### src/aofpc_pkg.sv
package aofpc_pkg;

    // ------------------------------------------------------------
    // sizes
    // ------------------------------------------------------------
    localparam int SAMPLE_W  = 14;
    localparam int HALF_W    = 7;
    localparam int CHANNELS  = 2;

    // ------------------------------------------------------------
    // register map (byte addresses, one word each)
    // ------------------------------------------------------------
    localparam logic [11:0] ADDR_OUTPUT_MODE = 12'h0073 << 2;
    localparam logic [11:0] ADDR_POWER_CTRL  = 12'h0004;
    localparam logic [11:0] ADDR_DIVIDER     = 12'h0008;
    localparam logic [11:0] ADDR_STATUS      = 12'h000C;

    // output mode fields
    localparam int FMT_LSB      = 0;
    localparam int STYLE_BIT    = 2;
    localparam int DRIVE_BIT    = 3;
    // override fields
    localparam int OVR_BIT      = 2;

    // ------------------------------------------------------------
    // encodings
    // ------------------------------------------------------------
    typedef enum logic [1:0] {
        AOFPC_FMT_TWOS   = 2'h0,
        AOFPC_FMT_GRAY   = 2'h1,
        AOFPC_FMT_OFFSET = 2'h2
    } aofpc_format_type;

    typedef enum logic [1:0] {
        AOFPC_PWR_NORMAL = 2'h0,
        AOFPC_PWR_NAP    = 2'h1,
        AOFPC_PWR_SLEEP  = 2'h2
    } aofpc_power_type;

    typedef enum logic [1:0] {
        AOFPC_DIV_1 = 2'h0,
        AOFPC_DIV_2 = 2'h1,
        AOFPC_DIV_4 = 2'h2
    } aofpc_div_type;

    // tri-level pin seen as two comparator levels
    typedef struct packed {
        logic high;
        logic low;
    } aofpc_trilevel_type;

    typedef struct packed {
        aofpc_format_type format;
        logic             style_cmos;
        logic             drive_low;
    } aofpc_outmode_type;

    localparam logic [31:0] OUTMODE_RESET = 32'h0000_0000;
    localparam logic [31:0] UNMAPPED_DATA = 32'h0000_0000;

    // ------------------------------------------------------------
    // timing
    // ------------------------------------------------------------
    localparam int CLK_PERIOD_NS   = 10;
    localparam int DLL_RELOCK_US   = 52;
    localparam int DLL_RELOCK_CYC  = (DLL_RELOCK_US * 1000) / CLK_PERIOD_NS;

endpackage

### src/aofpc_top.sv
// ------------------------------------------------------------
// ------------------------------------------------------------
//
// The implementer's own choices: the placing of the registers and the APB interface to the registers.
`timescale 1ns/1ps
`default_nettype none

module aofpc_top
    import aofpc_pkg::*;
#(
    parameter int RELOCK_CYCLES = DLL_RELOCK_CYC
)(
    input  wire logic                                 clk,
    input  wire logic                                 nrst,
    input  wire logic                                 psel,
    input  wire logic                                 penable,
    input  wire logic                                 pwrite,
    input  wire logic [11:0]                          paddr,
    input  wire logic [31:0]                          pwdata,
    output logic      [31:0]                          prdata,
    output logic                                      pready,
    output logic                                      pslverr,
    input  wire logic [CHANNELS*SAMPLE_W-1:0]         sample_in,
    input  wire logic                                 over_range_in,
    input  wire logic                                 clock_present,
    input  wire logic                                 power_state_pin_high,
    input  wire logic                                 power_state_pin_low,
    input  wire logic                                 divide_ratio_pin_high,
    input  wire logic                                 divide_ratio_pin_low,
    input  wire logic                                 divider_sync_reset_pos,
    input  wire logic                                 divider_sync_reset_neg,
    input  wire logic                                 phase_seed,
    output logic      [CHANNELS*HALF_W-1:0]           data_out,
    output logic                                      data_oe,
    output logic                                      over_range_out,
    output logic                                      forwarded_clock_pos,
    output logic                                      forwarded_clock_neg,
    output logic                                      clock_oe,
    output logic                                      style_cmos,
    output logic                                      drive_low,
    output logic                                      sample_strobe,
    output logic                                      ready_out
);

    // ------------------------------------------------------------
    // pin synchronisers
    // ------------------------------------------------------------
    localparam int NSYNC = 7;
    logic [NSYNC-1:0] sync_a;
    logic [NSYNC-1:0] sync_b;
    logic             pwr_hi_s;
    logic             pwr_lo_s;
    logic             div_hi_s;
    logic             div_lo_s;
    logic             rst_pos_s;
    logic             rst_neg_s;
    logic             clk_ok_s;
    logic [NSYNC-1:0] pin_raw;

    assign pin_raw = {clock_present, divider_sync_reset_neg, divider_sync_reset_pos,
                      divide_ratio_pin_low, divide_ratio_pin_high,
                      power_state_pin_low, power_state_pin_high};

    // two flops per pin, only the second is read
    genvar sb;
    generate
        for (sb = 0; sb < NSYNC; sb++) begin : g_sync
            always_ff @(posedge clk or negedge nrst) begin
                if (!nrst) begin
                    sync_a[sb] <= 1'b0;
                    sync_b[sb] <= 1'b0;
                end else begin
                    sync_a[sb] <= pin_raw[sb];
                    sync_b[sb] <= sync_a[sb];
                end
            end
        end
    endgenerate

    assign {clk_ok_s, rst_neg_s, rst_pos_s, div_lo_s, div_hi_s, pwr_lo_s, pwr_hi_s} = sync_b;

    // ------------------------------------------------------------
    // register file
    // ------------------------------------------------------------
    aofpc_outmode_type outmode;
    logic              pwr_ovr;
    aofpc_power_type   pwr_sw;
    logic              div_ovr;
    aofpc_div_type     div_sw;
    logic              wr_en;
    logic              wr_mode;
    logic              wr_pwr;
    logic              wr_div;

    assign pready  = 1'b1;
    assign pslverr = 1'b0;
    assign wr_en   = psel && penable && pwrite;
    assign wr_mode = wr_en && (paddr == ADDR_OUTPUT_MODE);
    assign wr_pwr  = wr_en && (paddr == ADDR_POWER_CTRL);
    assign wr_div  = wr_en && (paddr == ADDR_DIVIDER);

    always_ff @(posedge clk or negedge nrst) begin
        if (!nrst) begin
            outmode <= aofpc_outmode_type'(OUTMODE_RESET[3:0]);
        end else if (wr_mode) begin
            outmode.format     <= aofpc_format_type'(pwdata[FMT_LSB+:2]);
            outmode.style_cmos <= pwdata[STYLE_BIT];
            outmode.drive_low  <= pwdata[DRIVE_BIT];
        end
    end

    always_ff @(posedge clk or negedge nrst) begin
        if (!nrst) begin
            pwr_ovr <= 1'b0;
            pwr_sw  <= AOFPC_PWR_NORMAL;
        end else if (wr_pwr) begin
            pwr_sw  <= aofpc_power_type'(pwdata[1:0]);
            pwr_ovr <= pwdata[OVR_BIT];
        end
    end

    always_ff @(posedge clk or negedge nrst) begin
        if (!nrst) begin
            div_ovr <= 1'b0;
            div_sw  <= AOFPC_DIV_1;
        end else if (wr_div) begin
            div_sw  <= aofpc_div_type'(pwdata[1:0]);
            div_ovr <= pwdata[OVR_BIT];
        end
    end

    // ------------------------------------------------------------
    // power and divider selection
    // ------------------------------------------------------------
    aofpc_power_type pwr_pin;
    aofpc_power_type pwr_mode;
    aofpc_div_type   div_pin;
    aofpc_div_type   div_mode;

    always_comb begin
        if (pwr_lo_s)
            pwr_pin = AOFPC_PWR_NORMAL;
        else if (pwr_hi_s)
            pwr_pin = AOFPC_PWR_NAP;
        else
            pwr_pin = AOFPC_PWR_SLEEP;
        if (div_lo_s)
            div_pin = AOFPC_DIV_2;
        else if (div_hi_s)
            div_pin = AOFPC_DIV_4;
        else
            div_pin = AOFPC_DIV_1;
    end

    assign pwr_mode = pwr_ovr ? pwr_sw : pwr_pin;
    assign div_mode = div_ovr ? div_sw : div_pin;

    logic powered_down;
    assign powered_down = (pwr_mode != AOFPC_PWR_NORMAL);

    // ------------------------------------------------------------
    // dll relock after clock loss in nap or sleep
    // ------------------------------------------------------------
    logic        clk_lost;
    logic [31:0] relock_cnt;

    always_ff @(posedge clk or negedge nrst) begin
        if (!nrst) begin
            clk_lost <= 1'b0;
        end else if (powered_down && !clk_ok_s) begin
            clk_lost <= 1'b1;
        end else if (!powered_down) begin
            clk_lost <= 1'b0;
        end
    end

    always_ff @(posedge clk or negedge nrst) begin
        if (!nrst) begin
            relock_cnt <= '0;
        end else if (powered_down) begin
            relock_cnt <= clk_lost ? 32'(RELOCK_CYCLES) : '0;
        end else if (relock_cnt != '0) begin
            relock_cnt <= relock_cnt - 32'h0000_0001;
        end
    end

    assign ready_out = !powered_down && relock_cnt == '0;

    // ------------------------------------------------------------
    // clock divider with synchronous realign
    // ------------------------------------------------------------
    // counts in half-word steps
    logic [2:0] div_cnt;
    logic       phase_init;
    logic       div_rst;
    logic       div_rst_d;
    logic       sample_tick;

    // true-pair check on the reset legs
    assign div_rst = rst_pos_s && !rst_neg_s;

    always_ff @(posedge clk or negedge nrst) begin
        if (!nrst) begin
            div_rst_d  <= 1'b0;
            phase_init <= 1'b0;
        end else begin
            div_rst_d  <= div_rst;
            phase_init <= 1'b1;
        end
    end

    always_ff @(posedge clk or negedge nrst) begin
        if (!nrst) begin
            div_cnt <= '0;
        end else if (!phase_init) begin
            div_cnt <= {1'b0, phase_seed, 1'b0};
        end else if (div_rst && !div_rst_d && div_mode != AOFPC_DIV_1) begin
            div_cnt <= '0;
        end else begin
            div_cnt <= div_cnt + 3'h1;
        end
    end

    always_comb begin
        case (div_mode)
            // one word takes two clocks, one per half
            AOFPC_DIV_1: sample_tick = (div_cnt[0] == 1'b1);
            AOFPC_DIV_2: sample_tick = (div_cnt[1:0] == 2'h3);
            AOFPC_DIV_4: sample_tick = (div_cnt == 3'h7);
            default:     sample_tick = (div_cnt[0] == 1'b1);
        endcase
    end

    // ------------------------------------------------------------
    // coding, applied at word boundary
    // ------------------------------------------------------------
    aofpc_format_type           fmt_live;
    logic [CHANNELS*SAMPLE_W-1:0] coded;
    logic [CHANNELS*SAMPLE_W-1:0] word_reg;
    logic                       half_sel;
    logic                       or_reg;

    genvar ch;
    generate
        for (ch = 0; ch < CHANNELS; ch++) begin : g_code
            logic [SAMPLE_W-1:0] ob;
            assign ob = sample_in[ch*SAMPLE_W+:SAMPLE_W];
            always_comb begin
                case (fmt_live)
                    AOFPC_FMT_OFFSET: coded[ch*SAMPLE_W+:SAMPLE_W] = ob;
                    AOFPC_FMT_GRAY:   coded[ch*SAMPLE_W+:SAMPLE_W] = ob ^ (ob >> 1);
                    default:          coded[ch*SAMPLE_W+:SAMPLE_W] =
                                          {~ob[SAMPLE_W-1], ob[SAMPLE_W-2:0]};
                endcase
            end
        end
    endgenerate

    // format switches only between words
    always_ff @(posedge clk or negedge nrst) begin
        if (!nrst) begin
            fmt_live <= AOFPC_FMT_TWOS;
        end else if (sample_tick) begin
            fmt_live <= outmode.format;
        end
    end

    always_ff @(posedge clk or negedge nrst) begin
        if (!nrst) begin
            word_reg <= '0;
            or_reg   <= 1'b0;
        end else if (sample_tick) begin
            word_reg <= coded;
            or_reg   <= over_range_in;
        end
    end

    // ------------------------------------------------------------
    // ddr launch and forwarded clock
    // ------------------------------------------------------------
    always_ff @(posedge clk or negedge nrst) begin
        if (!nrst) begin
            half_sel <= 1'b0;
        end else if (sample_tick) begin
            half_sel <= 1'b0;
        end else begin
            half_sel <= 1'b1;
        end
    end

    generate
        for (ch = 0; ch < CHANNELS; ch++) begin : g_ddr
            always_ff @(posedge clk or negedge nrst) begin
                if (!nrst) begin
                    data_out[ch*HALF_W+:HALF_W] <= '0;
                end else begin
                    data_out[ch*HALF_W+:HALF_W] <= half_sel ?
                        word_reg[ch*SAMPLE_W+HALF_W+:HALF_W] :
                        word_reg[ch*SAMPLE_W+:HALF_W];
                end
            end
        end
    endgenerate

    always_ff @(posedge clk or negedge nrst) begin
        if (!nrst) begin
            forwarded_clock_pos <= 1'b0;
            forwarded_clock_neg <= 1'b1;
        end else begin
            forwarded_clock_pos <= half_sel;
            forwarded_clock_neg <= !half_sel;
        end
    end

    always_ff @(posedge clk or negedge nrst) begin
        if (!nrst) begin
            over_range_out      <= 1'b0;
            sample_strobe       <= 1'b0;
        end else begin
            over_range_out      <= or_reg;
            sample_strobe       <= sample_tick;
        end
    end

    assign data_oe    = !powered_down;
    assign clock_oe   = !powered_down;
    assign style_cmos = outmode.style_cmos;
    assign drive_low  = !outmode.style_cmos && outmode.drive_low;

    // ------------------------------------------------------------
    // register read
    // ------------------------------------------------------------
    logic [31:0] status_word;

    assign status_word = {27'h000_0000, ready_out, pwr_mode, div_mode};

    always_comb begin
        case (paddr)
            ADDR_OUTPUT_MODE: prdata = {28'h000_0000, outmode.drive_low, outmode.style_cmos, outmode.format};
            ADDR_POWER_CTRL:  prdata = {29'h0000_0000, pwr_ovr, pwr_sw};
            ADDR_DIVIDER:     prdata = {29'h0000_0000, div_ovr, div_sw};
            ADDR_STATUS:      prdata = status_word;
            default:          prdata = UNMAPPED_DATA;
        endcase
    end

endmodule

`default_nettype wire

### config.mk
export PLATFORM = sky130hd
export DESIGN_NAME = aofpc_top
export DESIGN_NICKNAME = d
export VERILOG_FILES = /design/src/aofpc_pkg.sv /design/src/aofpc_top.sv
export SDC_FILE = /design/constraint.sdc
export NUM_CORES = 1
export LEC_CHECK = 0
export ABC_AREA = 1
export BUFFER_PORTS_ARGS = -buffer_cell sky130_fd_sc_hd__buf_4
export CAP_MARGIN = 25
export CORE_MARGIN = 1
export CORE_UTILIZATION = 58
export DETAILED_ROUTE_END_ITERATION = 10
export GPL_TIMING_DRIVEN = 1
export PLACE_DENSITY_LB_ADDON = 0.12
export SYNTH_ARGS = -nofsm -noshare
export SYNTH_HDL_FRONTEND = slang
export SYNTH_SLANG_ARGS = --single-unit
### constraint.sdc
create_clock -name clk -period 5.3 [get_ports clk]
set_clock_uncertainty 0.05 [all_clocks]
set_input_delay 0.53 -clock clk [delete_from_list [all_inputs] [get_ports clk]]
set_output_delay 0.53 -clock clk [all_outputs]
set_load 0.01 [all_outputs]
# After elaboration in Yosys (flattened, before gate mapping)
# Index checks and enable logic that the tools add are counted.
# word_totals
reg_bits	112
out_inout_bits	57
word_cells	95
inputBits	86
# classes
addsub	2
reduce_logical	22
n_eq_ne	11
bitwise	4
n_mux	20
# ops
operator	count
$mux W32	2
$pmux W14 S2	2
$logic_not A32 Y1	1
$reduce_bool A32 Y1	1
$sub A32 B1 Y32 const B	1
$xor A14 B13 Y14	2
$eq A12 B4 Y1 const B	2
$pmux W5 S4	1
$mux W7	2
$mux W13	1
$eq A12 B3 Y1 const B	1
$eq A12 B9 Y1 const B	1
$mux W2	6
$logic_and A1 B1 Y1	11
$eq A2 B2 Y1 const B	3
$logic_not A1 Y1	6
$mux W3	2
$reduce_bool A2 Y1	3
$eq A2 B1 Y1 const B	2
$add A3 B1 Y3 const B	1
$eq A3 B3 Y1 const B	1
$mux W1	3
$ne A2 B1 Y1 const B	1
$not A1 Y1	2
$pmux W1 S2	1

# Depth between registers and ports, before layout
# Gate-level depths: netlist of run 1.
# logic_depth
word_depth	7
ltp_mapped	11
depth_no_buf	11

# Worst setup path before layout of run 1
# Ideal clock, no wire load.
# synth_timing
kind	reg-to-output
start	reg relock_cnt[0]
end	out prdata[4]
path_stages_with_launch	9
arrival_time_ns	1.377
required_time_ns	4.720
path_buffers	0
slack_ns	3.343
cell_sequence	dfrtp_1 -> inv_1 -> ha_1 -> nand2_2 -> nor2_4 -> nand2_1 -> nor2_1 -> nand2_1 -> nor2_1
# synth_between
elab_chain_len	3
# synth_rtl
item	line_no	text
from (decl)	aofpc_top.sv:165	logic [31:0] relock_cnt;
from (signal assigned)	aofpc_top.sv:181	relock_cnt <= clk_lost ? 32'(RELOCK_CYCLES) : '0;
from (signal assigned)	aofpc_top.sv:183	relock_cnt <= relock_cnt - 32'h0000_0001;
$logic_not A32 Y1	aofpc_top.sv:187	assign ready_out = !powered_down && relock_cnt == '0;
$logic_and A1 B1 Y1	aofpc_top.sv:187	
$pmux W5 S4	aofpc_top.sv:338	case (paddr)
to (decl)	aofpc_top.sv:20	output logic [31:0] prdata,
# No other way between the ends.

# Worst setup path after layout of run 1
# layout_timing
start	reg pwr_ovr
end	out prdata[4]
# layout_between
elab_chain_len	5
# layout_rtl
item	line_no	text
from (decl)	aofpc_top.sv:86	logic pwr_ovr;
from (signal assigned)	aofpc_top.sv:118	pwr_ovr <= pwdata[OVR_BIT];
$mux W2	aofpc_top.sv:155	assign pwr_mode = pwr_ovr ? pwr_sw : pwr_pin;
$reduce_bool A2 Y1	aofpc_top.sv:159	assign powered_down = (pwr_mode != AOFPC_PWR_NORMAL);
$logic_not A1 Y1	aofpc_top.sv:187	
$logic_and A1 B1 Y1	aofpc_top.sv:187	
$pmux W5 S4	aofpc_top.sv:338	
# No other way between the ends.

==> flow_metrics.py, run 1 <==
metrics = {
    "global_routing": {
        "top_usage_layer": "met2",
        "grt_pass1_vias": 4993,
        "antenna_found_initial": 0,
        "globalRouteMet2Util": 0.461,
        "overflow": 0,
        "grtUsageMet1": 0.315,
        "met3_usage": 0.0677,
        "gr-usage-all-layers": 0.262,
        "grt_pass1_wl_mm": 22.8,
        "grt_max_degree": 80,
    },
    "drt": {
        "vias": 5157,
        "drc_errors": 0,
        "first_iter_violations": 270,
        "postRouteAntennaNets": 0,
        "routed_wl_mm": 13.2,
        "drt-wirelength-per-cell_um": 13.2,
        "drtPass1Iterations": 5,
        "route.detailed.vias_per_inst": 5.16,
    },
    "final_layout": {
        "finalInstanceArea_um2": 6860,
        "layout.nets": 956,
        "largest_reg_flops": 32,
        "num_antenna_cells": 0,
        "drive_above_1_share": 0.174,
        "synthToLayoutAreaGrowth_pct": 13.7,
        "utilization": 0.692,
        "layout_common_cells": "184 x nand2_1, 111 x dfrtp_1, 104 x nor2_1, 89 x inv_1, 88 x buf_4",
        "final_common_cell": "nand2_1",
    },
    "pwr": {
        "cellLeakagePower_nw": 3.64,
        "p_per_area_nw_per_um2": 253,
        "ir_drop_mv": 0.261,
    },
    "synth": {
        "ys_seq_area_frac": 0.465,
        "synth_async_sr_flop_share": 1.00,
        "synth_area_per_cell_um2": 7.74,
        "syn_inst": 779,
        "yosys-top-cells-area": "dfrtp_1 46%, nand2_1 11%, nor2_1 6.5%",
        "yosysTopAreaCell": "dfrtp_1",
        "synth_top_area_frac": 0.461,
        "synth_edf_count": 0,
        "synth.distinct_cells": 35,
        "syn-cell-area_um2": 6030,
        "ys.warnings.count": 0,
        "synth_seq_cells": 112,
        "synthFlopType": "dfrtp_1",
    },
    "hold_path": {
        "hold_end": "sync_a[0]",
        "min_from": "power_state_pin_high",
        "worstHoldPathCells": 1,
        "hold_class": "in -> reg",
    },
    "die": {
        "die_area_um2": 10800,
        "ios": 143,
        "core-area_um2": 9910,
        "start_util": 0.609,
        "die_w_um": 104,
        "num_rows": 36,
        "die_h_um": 104,
    },
    "cts": {
        "post-cts-setup-buffers": 0,
        "tritoncts": "done",
        "clk_latency_ns": 0.38,
        "root_buffer": "clkbuf_8",
        "clock_sinks": 112,
        "htreeDepth": 3,
        "clkTransAtPathRegs_ns": 0.11,
        "clock_path_buffers": 2,
        "numCtsBuffers": 9,
    },
    "place": {
        "placed_area_um2": 6640,
        "dpl.hpwl_mm": 9.46,
        "port_buffers": 85,
        "routabilityCongestion": 0.904,
    },
    "timing": {
        "slew_headroom": 0.420,
        "rsz0062_at_grt": "false",
        "fmax_ghz": 0.360,
        "period_share": 0.523,
        "period_minus_slack_ns": 2.77,
        "setup_tns_ns": 0,
        "hold_viol_final": 0,
        "worst_slew_pin_slew_ns": 0.867,
        "slew_violations": 0,
        "setup_viol": 0,
    },
    "worst_setup_path": {
        "worstPathRequired_ns": 4.72,
        "path_class": "reg -> out",
        "regToRegEndpoint": "word_reg[13]",
        "r2r_cells": 11,
        "cp.arrival_ns": 2.19,
        "r2r_slack_ns": 2.76,
        "startpoint_type": "register",
        "r2r_start": "div_ovr",
        "crit_fanout": 32,
        "cp-end-kind": "primary output",
    },
    "outcome": {
        "outcome": "completed",
    },
    "job": {
        "cap_violations": 0,
    },
}
final cells by class:
cell class	count	area (um^2)
fill	834	3050
clock inverter	5	41.3
timing repair buffer	90	698
sequential	112	2800
inverter	92	350
clock buffer	10	138
multi-input combinational	557	2660
tap	133	166
synth_stat cells (4+ instances only):
cell and number:
a21oi_1 29, buf_4 31, clkbuf_1 11, dfrtp_1 111
ha_1 8, inv_1 89, nand2_1 184, nand2_2 4
nand3_1 53, nand4_1 11, nor2_1 104, nor2_2 28
o21ai_0 50, o21bai_1 4, o22ai_1 25, xor2_1 5
through the flow:
| step | instances | worst slack, ns | power [mW] | hold slack, ns |
|---|---|---|---|---|
| after floorplan | 807 | 3.34 | 1.14 | 0.184 |
| after global placement | 982 | 2.81 | 1.26 | 0.283 |
| after detailed placement | 982 | 2.76 | 1.27 | 0.294 |
| after CTS | 997 | 2.51 | 1.75 | 0.172 |
| after global routing | 999 | 2.37 | 1.84 | 0.162 |
| final | 999 | 2.53 | 1.74 | 0.194 |
logic make-up after synthesis:
| family | synth area share |
|---|---|
| compound gates | 0.107 |
| flops | 0.465 |
| xor+xnor | 0.00726 |
| simple gates | 0.290 |
| other cells | 0.00125 |
| fa+ha+maj | 0.0166 |
| buf+inv | 0.113 |
how the worst max path moves through the flow:
stage / slack [ns] / end / cells after the start / from
finish: 2.53 / prdata[4] / 7 / pwr_ovr
global route: 2.37 / prdata[4] / 7 / pwr_ovr
CTS: 2.51 / prdata[4] / 7 / pwr_ovr
detailed placement: 2.76 / fmt_live[0] / 11 / div_ovr
global placement: 2.81 / word_reg[13] / 11 / div_ovr
floorplan: 3.34 / prdata[4] / 8 / relock_cnt[0]
report_power, final:
group	switching, mW	leakage [nW]	internal (mW)	total [mW]
sequential	0.0456	1.41	0.945	0.991
clock	0.293	0.0907	0.186	0.479
combinational	0.149	2.14	0.118	0.267
total	0.488	3.64	1.25	1.74
metal layers:
layer	wire length, um	share of wire	vias to the layer above
li1	-	-	2585
met3	731	0.056	16
met4	176	0.013	0
met1	5510	0.42	2424
met2	6750	0.51	132
met5	0	0	-
critical path: stages (launching register included):
cell     delay [ns]
dfrtp_1        0.36
inv_1          0.09
nand2_1        0.12
o22ai_2        0.11
nor2_4         0.65
nand2_1        0.22
nor2_1         0.13
buf_4          0.13
timing repair:
item | CTS | global route
setup endpoints to repair | 0 | 0
resized for setup | 0 | 0
hold buffers | 0 | 1
hold endpoints to repair | 0 | 7
No activity file was read; power rests on OpenSTA's default activity.
==> run 2: changes to the inputs <==
CORE_UTILIZATION = 49   (was 58)
clock period = 2.3 ns   (was 5.3 ns; I/O delays follow)
==> run 2 against run 1 <==
  * Hold slack worse by 0.18 ns
  * Global-route usage down 3.7 points
  * Die area is 18% higher
  * Total power grew to 2.6 times the previous value
  * Non-clock buffer count up 15
  * Register-to-register slack got worse by 2.6 ns
  * Critical path type unchanged
  * Largest power group unchanged
==> flow_metrics.py, run 2 (synthesis gave the netlist of run 1 again) <==
metrics = {
    "die": {
        "die_area_um2": 12800,
        "ios": 143,
        "num_rows": 40,
        "die_h_um": 113,
        "die_w_um": 113,
        "core-area_um2": 12000,
        "start_util": 0.502,
    },
    "worst_setup_path": {
        "cp-end-kind": "primary output",
        "critPathMaxStageDelay_ns": 0.38,
        "cp.arrival_ns": 1.90,
        "worstPathRequired_ns": 2.02,
        "path_delay_family": "simple AND/OR/NAND/NOR gates",
        "path_class": "reg -> out",
        "slowest_stage": "dfrtp_1",
        "crit_buf_inv": 2,
        "crit_fanout": 4,
        "crit_path_cell_trace": "inv_1, ha_1, nand2_2, nor2_4, nand2_1, nor2_1, nand2_1, nor2_1, buf_4",
        "startpoint_type": "register",
    },
    "timing": {
        "setup_viol": 0,
        "fmax_ghz": 0.459,
        "slew_violations": 0,
        "period_share": 0.947,
        "timing.final.ws_setup_ns": 0.121,
        "hold_viol_final": 0,
        "period_minus_slack_ns": 2.18,
        "worst_slew_pin_slew_ns": 0.674,
        "whs_ns": 0.0186,
        "slew_headroom": 0.550,
    },
    "final_layout": {
        "layout.nets": 971,
        "layout_common_cells": "184 x nand2_1, 111 x dfrtp_1, 102 x nor2_1, 94 x buf_4, 89 x inv_1",
        "synthToLayoutAreaGrowth_pct": 18.6,
        "fillers": 1109,
        "final_common_cell": "nand2_1",
        "num_antenna_cells": 0,
        "largest_reg_flops": 32,
        "multiInputGateArea_um2": 2670,
        "seq_area_um2": 2800,
        "drive_above_1_share": 0.184,
    },
    "global_routing": {
        "gr-usage-all-layers": 0.224,
        "grt_pass1_wl_mm": 22.8,
        "grt_pass1_vias": 5040,
        "antenna_found_initial": 0,
        "grt_max_degree": 52,
        "overflow": 0,
    },
    "cts": {
        "clock_sinks": 112,
        "clkTransAtPathRegs_ns": 0.07,
        "clk_latency_ns": 0.35,
        "htreeDepth": 3,
        "clock_path_buffers": 2,
        "tritoncts": "done",
        "numCtsBuffers": 9,
        "root_buffer": "clkbuf_16",
    },
    "pwr": {
        "p_per_area_nw_per_um2": 629,
        "ir_drop_mv": 0.405,
        "cellLeakagePower_nw": 3.77,
    },
    "hold_path": {
        "hold_class": "in -> reg",
    },
    "job": {
        "cap_violations": 0,
    },
    "place": {
        "pre_cts_slack_ns": 0.118,
        "routabilityCongestion": 0.883,
        "port_buffers": 85,
        "dpl.hpwl_mm": 9.76,
    },
    "drt": {
        "drt-wirelength-per-cell_um": 12.9,
        "routed_wl_mm": 13.2,
        "drtPass1Iterations": 4,
        "drc_errors": 0,
        "postRouteAntennaNets": 0,
        "first_iter_violations": 228,
        "vias": 5164,
        "route.detailed.vias_per_inst": 5.02,
    },
    "outcome": {
        "outcome": "completed",
    },
}
## run 2: cell types whose count changed in the layout (fill, tap and decap cells not counted), sizes merged
cell / previous run / this run
dlygate4sd3: 1 / 8
clkinv: 4 / 2
clkbuf: 10 / 11
bufinv: 0 / 1
clkinvlp: 1 / 2
buf: 89 / 97
## run 2: worst register-to-register path, stage by stage (launching register included)
cell and delay [ns]:
dfrtp_1 0.45, nor2_2 0.14, nand2_1 0.06, nand2_1 0.09, inv_1 0.07, ha_1 0.34
nand3_1 0.14, o21ai_4 0.17, clkinvlp_4 0.26, o21ai_0 0.25
## run 2: report_power, final
group	total, mW	switching, mW	internal [mW]
sequential	2.27	0.0928	2.18
combinational	0.660	0.361	0.299
clock	1.57	0.713	0.856
## run 2: area by class of cell
class	count	area share
multi-input cells	557	0.373
inverters	92	0.0495
flip-flops and latches	112	0.392
well taps	147	0.0257
clock buffers	11	0.0325
repair buffers	105	0.118
clock inverters	5	0.00875
## run 2: through the flow
step | total power [mW] | area, um^2 | TNS (ns) | util | std cells
after floorplan | 2.63 | 6140 | 0 | - | 807
after global placement | 2.95 | 6750 | 0 | 0.562 | 1003
after detailed placement | 2.97 | 6750 | 0 | 0.562 | 1003
after CTS | 4.55 | 7120 | 0 | 0.593 | 1027
after global routing | 4.72 | 7150 | -0.0145 | 0.595 | 1029
final | 4.50 | 7150 | 0 | 0.595 | 1029
## run 2: final timing paths
| check | start | slack [ns] | depth (start not counted) | endpoint |
|---|---|---|---|---|
| min in group asynchronous | nrst | 0.40 | 2 | relock_cnt[0] |
| hold / removal | over_range_in | 0.02 | 3 | or_reg |
| setup / recovery | relock_cnt[0] | 0.12 | 9 | prdata[4] |
| setup reg to reg | div_ovr | 0.20 | 9 | fmt_live[1] |
| hold reg to reg | sync_a[6] | 0.30 | 0 | clk_ok_s |
| max in group asynchronous | nrst | 1.07 | 3 | forwarded_clock_neg |
## run 2: what timing repair did
action | in CTS | in global routing
gates resized for setup | 0 | 5
hold buffers | 8 | 0
buffers inserted | 0 | 2
endpoints found under the hold margin | 55 | 0
setup endpoints to repair | 0 | 7
## run 2: metal layers
metal	wire length (um)	GRT usage	vias to the layer above
met3	567	0.0600	25
met1	5680	0.264	2420
met4	320	0.0763	0
met2	6660	0.397	103
li1	-	-	2616
met5	0	0	-
